==> src/rtl/phy_mode_pkg.sv <==
// Package with register map, field layout and timing constants of the PHY mode block
package phy_mode_pkg;

  // ----------------------------------------------------------------
  // Register map
  // ----------------------------------------------------------------
  localparam logic [7:0] MODE_CTRL_OFFSET = 8'h0C;
  localparam logic [7:0] ACCEL_CTRL_OFFSET = 8'h17;
  localparam logic [7:0] SYNC_THR_OFFSET = 8'h15;
  localparam logic [7:0] STATUS_OFFSET = 8'h20;
  localparam logic [7:0] TIMING_OFFSET = 8'h24;

  // ----------------------------------------------------------------
  // Field positions
  // ----------------------------------------------------------------
  localparam int SCRAMBLE_BIT = 5;
  localparam int SHAPING_BIT = 4;
  localparam int MODULATION_BIT = 3;
  localparam int SUBMODE_BIT = 2;
  localparam int RATE_LSB = 0;
  localparam int SHORT_ACK_BIT = 2;

  // ----------------------------------------------------------------
  // Reset values
  // ----------------------------------------------------------------
  localparam logic [7:0] MODE_CTRL_RESET = 8'h24;
  localparam logic [7:0] ACCEL_CTRL_RESET = 8'h00;
  localparam logic [7:0] SYNC_THR_RESET = 8'h00;

  // ----------------------------------------------------------------
  // Symbol periods in microseconds and their cycle counts at 125 MHz
  // ----------------------------------------------------------------
  localparam int CLK_MHZ = 125;
  localparam int SYM_BPSK20_US = 50;
  localparam int SYM_BPSK40_US = 25;
  localparam int SYM_OQ400_US = 40;
  localparam int SYM_OQ1000_US = 16;
  localparam int SYM_BPSK20_CYC = SYM_BPSK20_US * CLK_MHZ;
  localparam int SYM_BPSK40_CYC = SYM_BPSK40_US * CLK_MHZ;
  localparam int SYM_OQ400_CYC = SYM_OQ400_US * CLK_MHZ;
  localparam int SYM_OQ1000_CYC = SYM_OQ1000_US * CLK_MHZ;

  // Durations counted in symbol periods
  localparam logic [3:0] ACK_LONG_SYM = 4'hC;
  localparam logic [3:0] ACK_SHORT_LOW_SYM = 4'h2;
  localparam logic [3:0] ACK_SHORT_HIGH_SYM = 4'h3;
  localparam logic [3:0] ED_AUTO_HDR_SYM = 4'h2;
  localparam logic [3:0] ED_FULL_SYM = 4'h8;

  // Payload rate codes
  localparam logic [1:0] RATE_BASE = 2'h0;
  localparam logic [1:0] RATE_DOUBLE = 2'h1;
  localparam logic [1:0] RATE_QUAD = 2'h2;

  // Chip spreading shortening factor for each rate code
  function automatic logic [2:0] spread_div(input logic [1:0] rate);
    case (rate)
      RATE_DOUBLE: spread_div = 3'h2;
      RATE_QUAD: spread_div = 3'h4;
      default: spread_div = 3'h1;
    endcase
  endfunction : spread_div

endpackage : phy_mode_pkg

==> src/rtl/ed_if.sv <==
// Interface carrying energy-detection start and done between top and timer
interface ed_if;
  logic start; // One-cycle start pulse
  logic [3:0] symbols; // Length in symbol periods
  logic [15:0] sym_cycles; // Cycles per symbol period
  logic busy; // Measurement running
  logic done; // One-cycle end pulse

  modport ctrl (output start, output symbols, output sym_cycles, input busy, input done);
  modport timer (input start, input symbols, input sym_cycles, output busy, output done);
endinterface : ed_if

==> src/rtl/ed_timer.sv <==
// Timer that measures a span of whole symbol periods
module ed_timer
  import phy_mode_pkg::*;
(
  input wire logic ref_clk, // Device clock
  input wire logic reset, // Async reset, active high
  ed_if.timer ed // Start and done handshake
);

  typedef struct packed {
    logic busy;
    logic done;
    logic [15:0] cyc;
    logic [3:0] sym;
    logic [3:0] len;
    logic [15:0] per;
  } timer_state_t;

  timer_state_t st_q;
  timer_state_t st_d;

  // ----------------------------------------------------------------
  // Counting of cycles inside symbols and of symbols
  // ----------------------------------------------------------------
  // Length and period are latched at start; the length input only holds during the start pulse
  always_comb begin
    st_d = st_q;
    st_d.done = 1'b0;
    if (!st_q.busy) begin
      if (ed.start) begin
        st_d.busy = 1'b1;
        st_d.cyc = 16'h0000;
        st_d.sym = 4'h0;
        st_d.len = ed.symbols;
        st_d.per = ed.sym_cycles;
      end
    end else if (st_q.cyc == st_q.per - 16'h0001) begin
      st_d.cyc = 16'h0000;
      if (st_q.sym == st_q.len - 4'h1) begin
        st_d.busy = 1'b0;
        st_d.done = 1'b1;
      end else begin
        st_d.sym = st_q.sym + 4'h1;
      end
    end else begin
      st_d.cyc = st_q.cyc + 16'h0001;
    end
  end

  // State register
  always_ff @(posedge ref_clk or posedge reset) begin
    if (reset) begin
      st_q <= '0;
    end else begin
      st_q <= st_d;
    end
  end

  assign ed.busy = st_q.busy;
  assign ed.done = st_q.done;

endmodule : ed_timer

==> src/rtl/symbol_clock.sv <==
// Symbol tick generator for the selected symbol period
module symbol_clock
  import phy_mode_pkg::*;
(
  input wire logic ref_clk, // Device clock
  input wire logic reset, // Async reset, active high
  input wire logic [15:0] period, // Cycles per symbol
  output logic tick // One-cycle pulse per symbol
);

  typedef struct packed {
    logic [15:0] cnt;
    logic tick;
  } tick_state_t;

  tick_state_t st_q;
  tick_state_t st_d;

  // Free running divider, restarts cleanly if the period shrinks
  always_comb begin
    st_d = st_q;
    st_d.tick = 1'b0;
    if (st_q.cnt >= period - 16'h0001) begin
      st_d.cnt = 16'h0000;
      st_d.tick = 1'b1;
    end else begin
      st_d.cnt = st_q.cnt + 16'h0001;
    end
  end

  // State register
  always_ff @(posedge ref_clk or posedge reset) begin
    if (reset) begin
      st_q <= '0;
    end else begin
      st_q <= st_d;
    end
  end

  assign tick = st_q.tick;

endmodule : symbol_clock

==> src/rtl/phy_mode_config.sv <==
// PHY mode configuration register bank with derived timing
module phy_mode_config
  import phy_mode_pkg::*;
(
  input wire logic ref_clk, // 125 MHz device clock
  input wire logic reset, // Async reset, active high
  input wire logic [7:0] avs_address, // Byte address
  input wire logic avs_read, // Read request
  input wire logic avs_write, // Write request
  input wire logic [31:0] avs_writedata, // Write data
  input wire logic [3:0] avs_byteenable, // Byte lanes
  output logic [31:0] avs_readdata, // Read data
  output logic avs_waitrequest, // Stall
  output logic [1:0] avs_response, // 00 ok, 10 slave error
  input wire logic transceiver_off_state, // Transceiver in off state (pin)
  input wire logic [7:0] rssi_level, // Received strength (pin)
  input wire logic frame_detect, // Raw header detect (pin)
  input wire logic ed_manual_req, // Software ED start (pin)
  input wire logic ed_auto_req, // Automatic ED start (pin)
  output logic sync_enable, // Allow frame synchronization
  output logic scramble_on, // Chip scrambler active
  output logic shaping_rc, // 1 raised cosine 0.8, 0 half-sine
  output logic oqpsk_sel, // 1 O-QPSK, 0 BPSK
  output logic fast_chips, // 1000/600 versus 400/300 kchip/s
  output logic [2:0] spread_shorten, // Code shortening for payload
  output logic payload_phase_high, // Current field uses payload rate
  output logic cs_allowed, // Carrier sense usable in CCA
  output logic lqi_valid, // Link quality meaningful
  output logic [15:0] symbol_cycles, // Symbol period in cycles
  output logic symbol_tick, // Pulse per symbol
  output logic [3:0] ack_symbols, // Ack delay in symbols
  output logic ed_busy, // Energy detection running
  output logic ed_done, // Energy detection finished
  input wire logic header_done, // Header sent, payload follows
  input wire logic frame_end // Frame finished
);

  typedef struct packed {
    logic [7:0] mode;
    logic [7:0] accel;
    logic [7:0] sync_thr;
    logic rd_ok;
    logic [31:0] rdata;
    logic [1:0] resp;
    logic [1:0] off_s;
    logic [1:0] det_s;
    logic [1:0] man_s;
    logic [1:0] auto_s;
    logic [7:0] rssi_s1;
    logic [7:0] rssi_s2;
    logic det_prev;
    logic man_prev;
    logic auto_prev;
    logic sync_q;
    logic payload;
    logic ignored_wr;
  } cfg_state_t;

  cfg_state_t st_q;
  cfg_state_t st_d;
  ed_if ed ();
  logic is_high_rate;
  logic [15:0] sym_cyc;
  logic hit;

  // ----------------------------------------------------------------
  // Mode decoding
  // ----------------------------------------------------------------
  // The receive path also reads these bits, so peers must match them
  assign oqpsk_sel = st_q.mode[MODULATION_BIT];
  assign fast_chips = st_q.mode[SUBMODE_BIT];
  assign is_high_rate = oqpsk_sel && (st_q.mode[1:0] != RATE_BASE);
  assign scramble_on = st_q.mode[SCRAMBLE_BIT] && oqpsk_sel
    && (st_q.mode[1:0] == RATE_QUAD);
  // Transmit filter only; no receive logic reads this bit
  assign shaping_rc = oqpsk_sel && fast_chips && st_q.mode[SHAPING_BIT];
  assign spread_shorten = oqpsk_sel ? spread_div(st_q.mode[1:0]) : 3'h1;
  assign cs_allowed = !is_high_rate;
  assign lqi_valid = !is_high_rate;
  assign payload_phase_high = st_q.payload && is_high_rate;

  // Symbol period depends only on modulation and chip rate, not payload rate
  always_comb begin
    case ({oqpsk_sel, fast_chips})
      2'b00: sym_cyc = 16'(SYM_BPSK20_CYC);
      2'b01: sym_cyc = 16'(SYM_BPSK40_CYC);
      2'b10: sym_cyc = 16'(SYM_OQ400_CYC);
      default: sym_cyc = 16'(SYM_OQ1000_CYC);
    endcase
  end
  assign symbol_cycles = sym_cyc;

  // Ack delay chooses short form only in the high rate modes
  always_comb begin
    if (st_q.accel[SHORT_ACK_BIT] && is_high_rate) begin
      ack_symbols = fast_chips ? ACK_SHORT_HIGH_SYM : ACK_SHORT_LOW_SYM;
    end else begin
      ack_symbols = ACK_LONG_SYM;
    end
  end

  // ----------------------------------------------------------------
  // Energy detection timing
  // ----------------------------------------------------------------
  // Manual request wins if both arrive together; manual is always 8 symbols
  assign ed.start = (st_q.man_s[1] && !st_q.man_prev) || (st_q.auto_s[1] && !st_q.auto_prev);
  assign ed.symbols = (st_q.auto_s[1] && !st_q.auto_prev && !(st_q.man_s[1] && !st_q.man_prev)
    && is_high_rate) ? ED_AUTO_HDR_SYM : ED_FULL_SYM;
  assign ed.sym_cycles = sym_cyc;
  assign ed_busy = ed.busy;
  assign ed_done = ed.done;

  ed_timer u_ed (
    .ref_clk(ref_clk),
    .reset(reset),
    .ed(ed)
  );

  symbol_clock u_sym (
    .ref_clk(ref_clk),
    .reset(reset),
    .period(sym_cyc),
    .tick(symbol_tick)
  );

  // ----------------------------------------------------------------
  // Bus decode and state update
  // ----------------------------------------------------------------
  assign hit = (avs_address == MODE_CTRL_OFFSET) || (avs_address == ACCEL_CTRL_OFFSET)
    || (avs_address == SYNC_THR_OFFSET) || (avs_address == STATUS_OFFSET)
    || (avs_address == TIMING_OFFSET);

  always_comb begin
    st_d = st_q;
    st_d.rd_ok = 1'b0;
    // Two-stage synchronisers for pins
    st_d.off_s = {st_q.off_s[0], transceiver_off_state};
    st_d.det_s = {st_q.det_s[0], frame_detect};
    st_d.man_s = {st_q.man_s[0], ed_manual_req};
    st_d.auto_s = {st_q.auto_s[0], ed_auto_req};
    st_d.rssi_s1 = rssi_level;
    st_d.rssi_s2 = st_q.rssi_s1;
    st_d.det_prev = st_q.det_s[1];
    st_d.man_prev = st_q.man_s[1];
    st_d.auto_prev = st_q.auto_s[1];
    // Zero threshold means no gating of weak frames
    if (st_q.det_s[1] && !st_q.det_prev) begin
      st_d.sync_q = (st_q.sync_thr == 8'h00) || (st_q.rssi_s2 >= st_q.sync_thr);
    end else if (!st_q.det_s[1]) begin
      st_d.sync_q = 1'b0;
    end
    if (header_done) begin
      st_d.payload = 1'b1;
    end
    if (frame_end) begin
      st_d.payload = 1'b0;
    end
    // Register access completes one cycle after the request
    if ((avs_read || avs_write) && !st_q.rd_ok) begin
      st_d.rd_ok = 1'b1;
      st_d.resp = hit ? 2'b00 : 2'b10;
      st_d.rdata = 32'h0000_0000;
      if (avs_write && avs_byteenable[0]) begin
        if (avs_address == MODE_CTRL_OFFSET) begin
          // Writes while running are dropped; mode must not shift mid-frame
          if (st_q.off_s[1]) begin
            st_d.mode = avs_writedata[7:0];
          end else begin
            st_d.ignored_wr = 1'b1;
          end
        end
        if (avs_address == ACCEL_CTRL_OFFSET) begin
          st_d.accel = avs_writedata[7:0];
        end
        if (avs_address == SYNC_THR_OFFSET) begin
          st_d.sync_thr = avs_writedata[7:0];
        end
        if (avs_address == STATUS_OFFSET) begin
          st_d.ignored_wr = 1'b0;
        end
      end
      if (avs_read) begin
        case (avs_address)
          MODE_CTRL_OFFSET: st_d.rdata = {24'h000000, st_q.mode};
          ACCEL_CTRL_OFFSET: st_d.rdata = {24'h000000, st_q.accel};
          SYNC_THR_OFFSET: st_d.rdata = {24'h000000, st_q.sync_thr};
          STATUS_OFFSET: st_d.rdata = {24'h000000, st_q.ignored_wr, scramble_on,
            is_high_rate, ed.busy, cs_allowed, lqi_valid, st_q.sync_q, st_q.off_s[1]};
          TIMING_OFFSET: st_d.rdata = {12'h000, ack_symbols, sym_cyc};
          default: st_d.rdata = 32'h0000_0000;
        endcase
      end
    end
  end

  // State register
  always_ff @(posedge ref_clk or posedge reset) begin
    if (reset) begin
      st_q <= '0;
      st_q.mode <= MODE_CTRL_RESET;
      st_q.accel <= ACCEL_CTRL_RESET;
      st_q.sync_thr <= SYNC_THR_RESET;
    end else begin
      st_q <= st_d;
    end
  end

  assign avs_waitrequest = (avs_read || avs_write) && !st_q.rd_ok;
  assign avs_readdata = st_q.rdata;
  assign avs_response = st_q.resp;
  assign sync_enable = st_q.sync_q;
endmodule : phy_mode_config

==> config.mk <==
export PLATFORM = sky130hd
export DESIGN_NAME = phy_mode_config
export DESIGN_NICKNAME = d
export VERILOG_FILES = /design/src/rtl/phy_mode_pkg.sv /design/src/rtl/ed_if.sv /design/src/rtl/ed_timer.sv /design/src/rtl/symbol_clock.sv /design/src/rtl/phy_mode_config.sv
export SDC_FILE = /design/constraint.sdc
export NUM_CORES = 1
export LEC_CHECK = 0
export ABC_AREA = 1
export BUFFER_PORTS_ARGS = -buffer_cell sky130_fd_sc_hd__buf_2
export CAP_MARGIN = 15
export CELL_PAD_IN_SITES_DETAIL_PLACEMENT = 0
export CELL_PAD_IN_SITES_GLOBAL_PLACEMENT = 2
export CORE_ASPECT_RATIO = 1.2
export CORE_UTILIZATION = 32
export CTS_BUF_LIST = sky130_fd_sc_hd__clkbuf_8 sky130_fd_sc_hd__clkbuf_16
export CTS_CLUSTER_DIAMETER = 120
export CTS_CLUSTER_SIZE = 30
export DETAILED_ROUTE_END_ITERATION = 10
export PLACE_DENSITY_LB_ADDON = 0.1
export SETUP_SLACK_MARGIN = 0.15
export SLEW_MARGIN = 30
export SYNTH_ARGS = -nofsm -noshare
export SYNTH_HDL_FRONTEND = slang
export SYNTH_SLANG_ARGS = --single-unit
==> constraint.sdc <==
create_clock -name ref_clk -period 4.2 [get_ports ref_clk]
set_input_delay 0.63 -clock ref_clk [delete_from_list [all_inputs] [get_ports ref_clk]]
set_output_delay 0.63 -clock ref_clk [all_outputs]
set_load 0.005 [all_outputs]
==> results.sh <==
export IMPL_die_area_um2=21200
export IMPL_maxSlewViolCount=0
export IMPL_finalSetupViolations=0
export IMPL_cts_buffer_depth=2
export IMPL_grt_pass1_vias=5242
export IMPL_drive_gt1_frac=0.153
export IMPL_fill_cells=2145
export IMPL_port_buffers=84
export IMPL_post_cts_setup_buffers=0
export IMPL_skew_ns=0.0113
export IMPL_synth_ff_type="dfrtp_1"
export IMPL_yosys_area_top_type="dfrtp_1"
export IMPL_r2r_end="u_sym.st_q[3]"
export IMPL_total_leakage_power_nw=3.86
export IMPL_die_h_um=159
export IMPL_clock_sinks=119
export IMPL_synth_cell_types=40
export IMPL_grt_max_degree=62
export IMPL_synth_most_common_cell="nand2_1"
export IMPL_hold_violations=0
export IMPL_worstPathArrival_ns=2.62
export IMPL_synth_edf_count=0
export IMPL_fin_setup_tns_ns=0
export IMPL_cts_buffers=17
export IMPL_min_period_over_period=0.773
export IMPL_antenna_cells=0
export IMPL_place_gp_congestion=0.827
export IMPL_avgViaCountPerCell=4.65
export IMPL_cp_data_required_time_ns=3.57
export IMPL_clk_pin_slew_ns=0.07
export IMPL_max_clock_freq_mhz=308
export IMPL_relSlewSlack=0.470
export IMPL_grt_usage=0.168
export IMPL_ant_nets=0
export IMPL_crit_family="simple AND/OR/NAND/NOR gates"
export IMPL_wire_per_inst_um=14.7
export IMPL_fin_util=0.379
export IMPL_grt_pass1_wl_um=27500
export IMPL_cts_resized=0
export IMPL_drt_total_wl_um=16900
export IMPL_start_util=0.327
export IMPL_peakVddDrop_mv=0.273
export IMPL_cellPowerDensity_nw_per_um2=414
export IMPL_avgSynthCellArea_um2=8.16
export IMPL_worstPathCellList="inv_1 > nor2_1 > inv_1 > nor2_1 > inv_1 > nor2_1 > buf_2"
export IMPL_clk_latency_ns=0.43
export IMPL_reg2reg_from="oqpsk_sel"
export IMPL_syn_area_um2=6590
export IMPL_cts_hold_buf=0
export IMPL_io_pins=131
export IMPL_worstSetupEndpointType="output port"
export IMPL_areaGrowthSynthToFinish_pct=15.9
export IMPL_drc=0
export IMPL_crit_path_top_delay_cell="dfrtp_1"
export IMPL_rsz0062_at_grt="false"
export IMPL_synth_common_cells="nand2_1 (194), dfrtp_1 (117), inv_1 (96)"
export IMPL_crit_path_end="ack_symbols[0]"
export IMPL_critPathBufInv=4
export IMPL_tightest_slew_ns=0.795
export IMPL_status="finished clean"
export IMPL_ys_top_cells_by_area="dfrtp_1 (44%), nand2_1 (11%), ha_1 (7.2%)"
export IMPL_ys_warn_count=0
export IMPL_reg2reg_slack_ns=1.08
export IMPL_worst_r2r_path_depth=10
export IMPL_drt_first_pass_iters=5
export IMPL_cts_tree="built"
export IMPL_synthArstFlopShare=1.00
export IMPL_min_period_ns=3.25
export IMPL_critPathLaunchType="flip-flop"
export IMPL_cts_root_buf="clkbuf_16"
export IMPL_cp_depth=7
export IMPL_cp_slowest_stage_delay_ns=0.66
export IMPL_vias=5355
export IMPL_cp_max_fo=13
export IMPL_antenna_found_initial=0
export IMPL_crit_type="flip-flop to output port"
export IMPL_yosysTopAreaCellShare=0.444
export IMPL_cap_violations=0
export IMPL_htreeDepth=4
export IMPL_hpwl_um=12700
export IMPL_layout_nets=974
export IMPL_rows=57
export IMPL_drt_iter0_markers=282
export IMPL_critPathLaunch="oqpsk_sel"
export IMPL_grt_overflow=0
export IMPL_hp_class="input pin to flip-flop"
export IMPL_ys_ff_latch=119
export IMPL_ys_seq_area_frac=0.452
export IMPL_synthCells=808
export IMPL_dieWidth_um=133
export IMPL_core_um2=20200
==> worst min path at each step <==
stage                           to  cells after the start     startpoint  slack [ns]
after floorplan            st_d[3]                      0       st_d[23]        0.33
after global routing       st_d[7]                      1  rssi_level[1]        0.28
after global placement    st_q[10]                      0       st_d[10]        0.33
after CTS                 st_d[10]                      1  rssi_level[4]        0.28
after detailed placement  st_q[11]                      0       st_d[11]        0.33
final                     st_d[10]                      1  rssi_level[4]        0.30
==> worst reg2reg max path, delay by kind of cell (launching register included) <==
family,cells,cell delay [ns]
simple gates,4,0.94
fa+ha+maj,2,0.83
flops,1,0.66
buf+inv,1,0.32
compound gates,3,0.30
==> where the power goes <==
| group | internal, mW | switching (mW) |
|---|---|---|
| clock network | 0.806 | 0.670 |
| registers | 1.22 | 0.0840 |
| logic | 0.142 | 0.239 |
| total | 2.17 | 0.994 |
==> placed cells by master (no fill, tap or decap), drive strengths merged <==
cell type,netlist,layout
clkbuf,9,17
o21ai,64,64
ha,38,38
dfrtp,117,117
a211oi,5,5
o21bai,1,1
xor2,12,12
inv,100,111
o22ai,10,10
a21o,1,1
nor4,3,3
dfstp,2,2
a21oi,20,20
o221ai,2,2
o21a,1,1
nand2,195,195
a41oi,1,1
conb,2,21
buf,48,85
xnor2,4,4
nor2,65,65
a32o,1,1
o211ai,2,2
nor3,19,19
nand3b,2,2
clkinv,1,4
or2,3,3
nand4,15,15
a31oi,2,2
nor3b,5,5
clkinvlp,0,1
nand3,58,58
==> cells by family (layout without fill, tap and decap cells) <==
group / after synthesis / count (layout) / share of synthesized area
other: 2 / 21 / 0.00114
XOR/XNOR: 16 / 16 / 0.0213
AO/OA/AOI/OAI: 110 / 110 / 0.0938
AND/OR/NAND/NOR: 365 / 365 / 0.242
flip-flops: 119 / 119 / 0.452
adder cells (fa/ha/maj): 38 / 38 / 0.0721
buffers and inverters: 158 / 218 / 0.117
==> final cells by class <==
| cell class | instances | area, µm² | share of cell area |
|---|---|---|---|
| inverter | 101 | 382 | 0.0499 |
| multi-input combinational | 550 | 2910 | 0.381 |
| tap | 265 | 332 | 0.0434 |
| clock buffer | 17 | 425 | 0.0557 |
| sequential | 119 | 2980 | 0.390 |
| timing repair buffer | 85 | 440 | 0.0576 |
| clock inverter | 15 | 173 | 0.0226 |
==> metal layers <==
| layer | global-route usage | wire length, µm |
|---|---|---|
| met4 | 0.0465 | 150 |
| met5 | 0 | 0 |
| met3 | 0.0372 | 545 |
| met1 | 0.230 | 8380 |
| met2 | 0.264 | 7810 |
==> registers in the layout, indices dropped and copies added, names as in the netlist <==
name,count
u_sym.st_q,16
u_ed.ed.done,1
u_ed.st_q,29
u_ed.ed.busy,1
avs_readdata,15
oqpsk_sel,1
avs_response,1
fast_chips,1
st_d,15
sync_enable,1
st_q,37
u_sym.tick,1
==> metrics by stage <==
stage	std cells	power (mW)	worst slack [ns]	area, µm²	hold WS, ns
after floorplan	827	1.61	0.416	6660	0.331
after global placement	1120	1.70	1.00	7040	0.333
after detailed placement	1120	1.71	0.976	7040	0.335
after CTS	1152	3.21	0.841	7640	0.281
after global routing	1152	3.32	0.667	7640	0.278
final	1152	3.16	0.954	7640	0.301
Power figures use the tool's default switching activity.
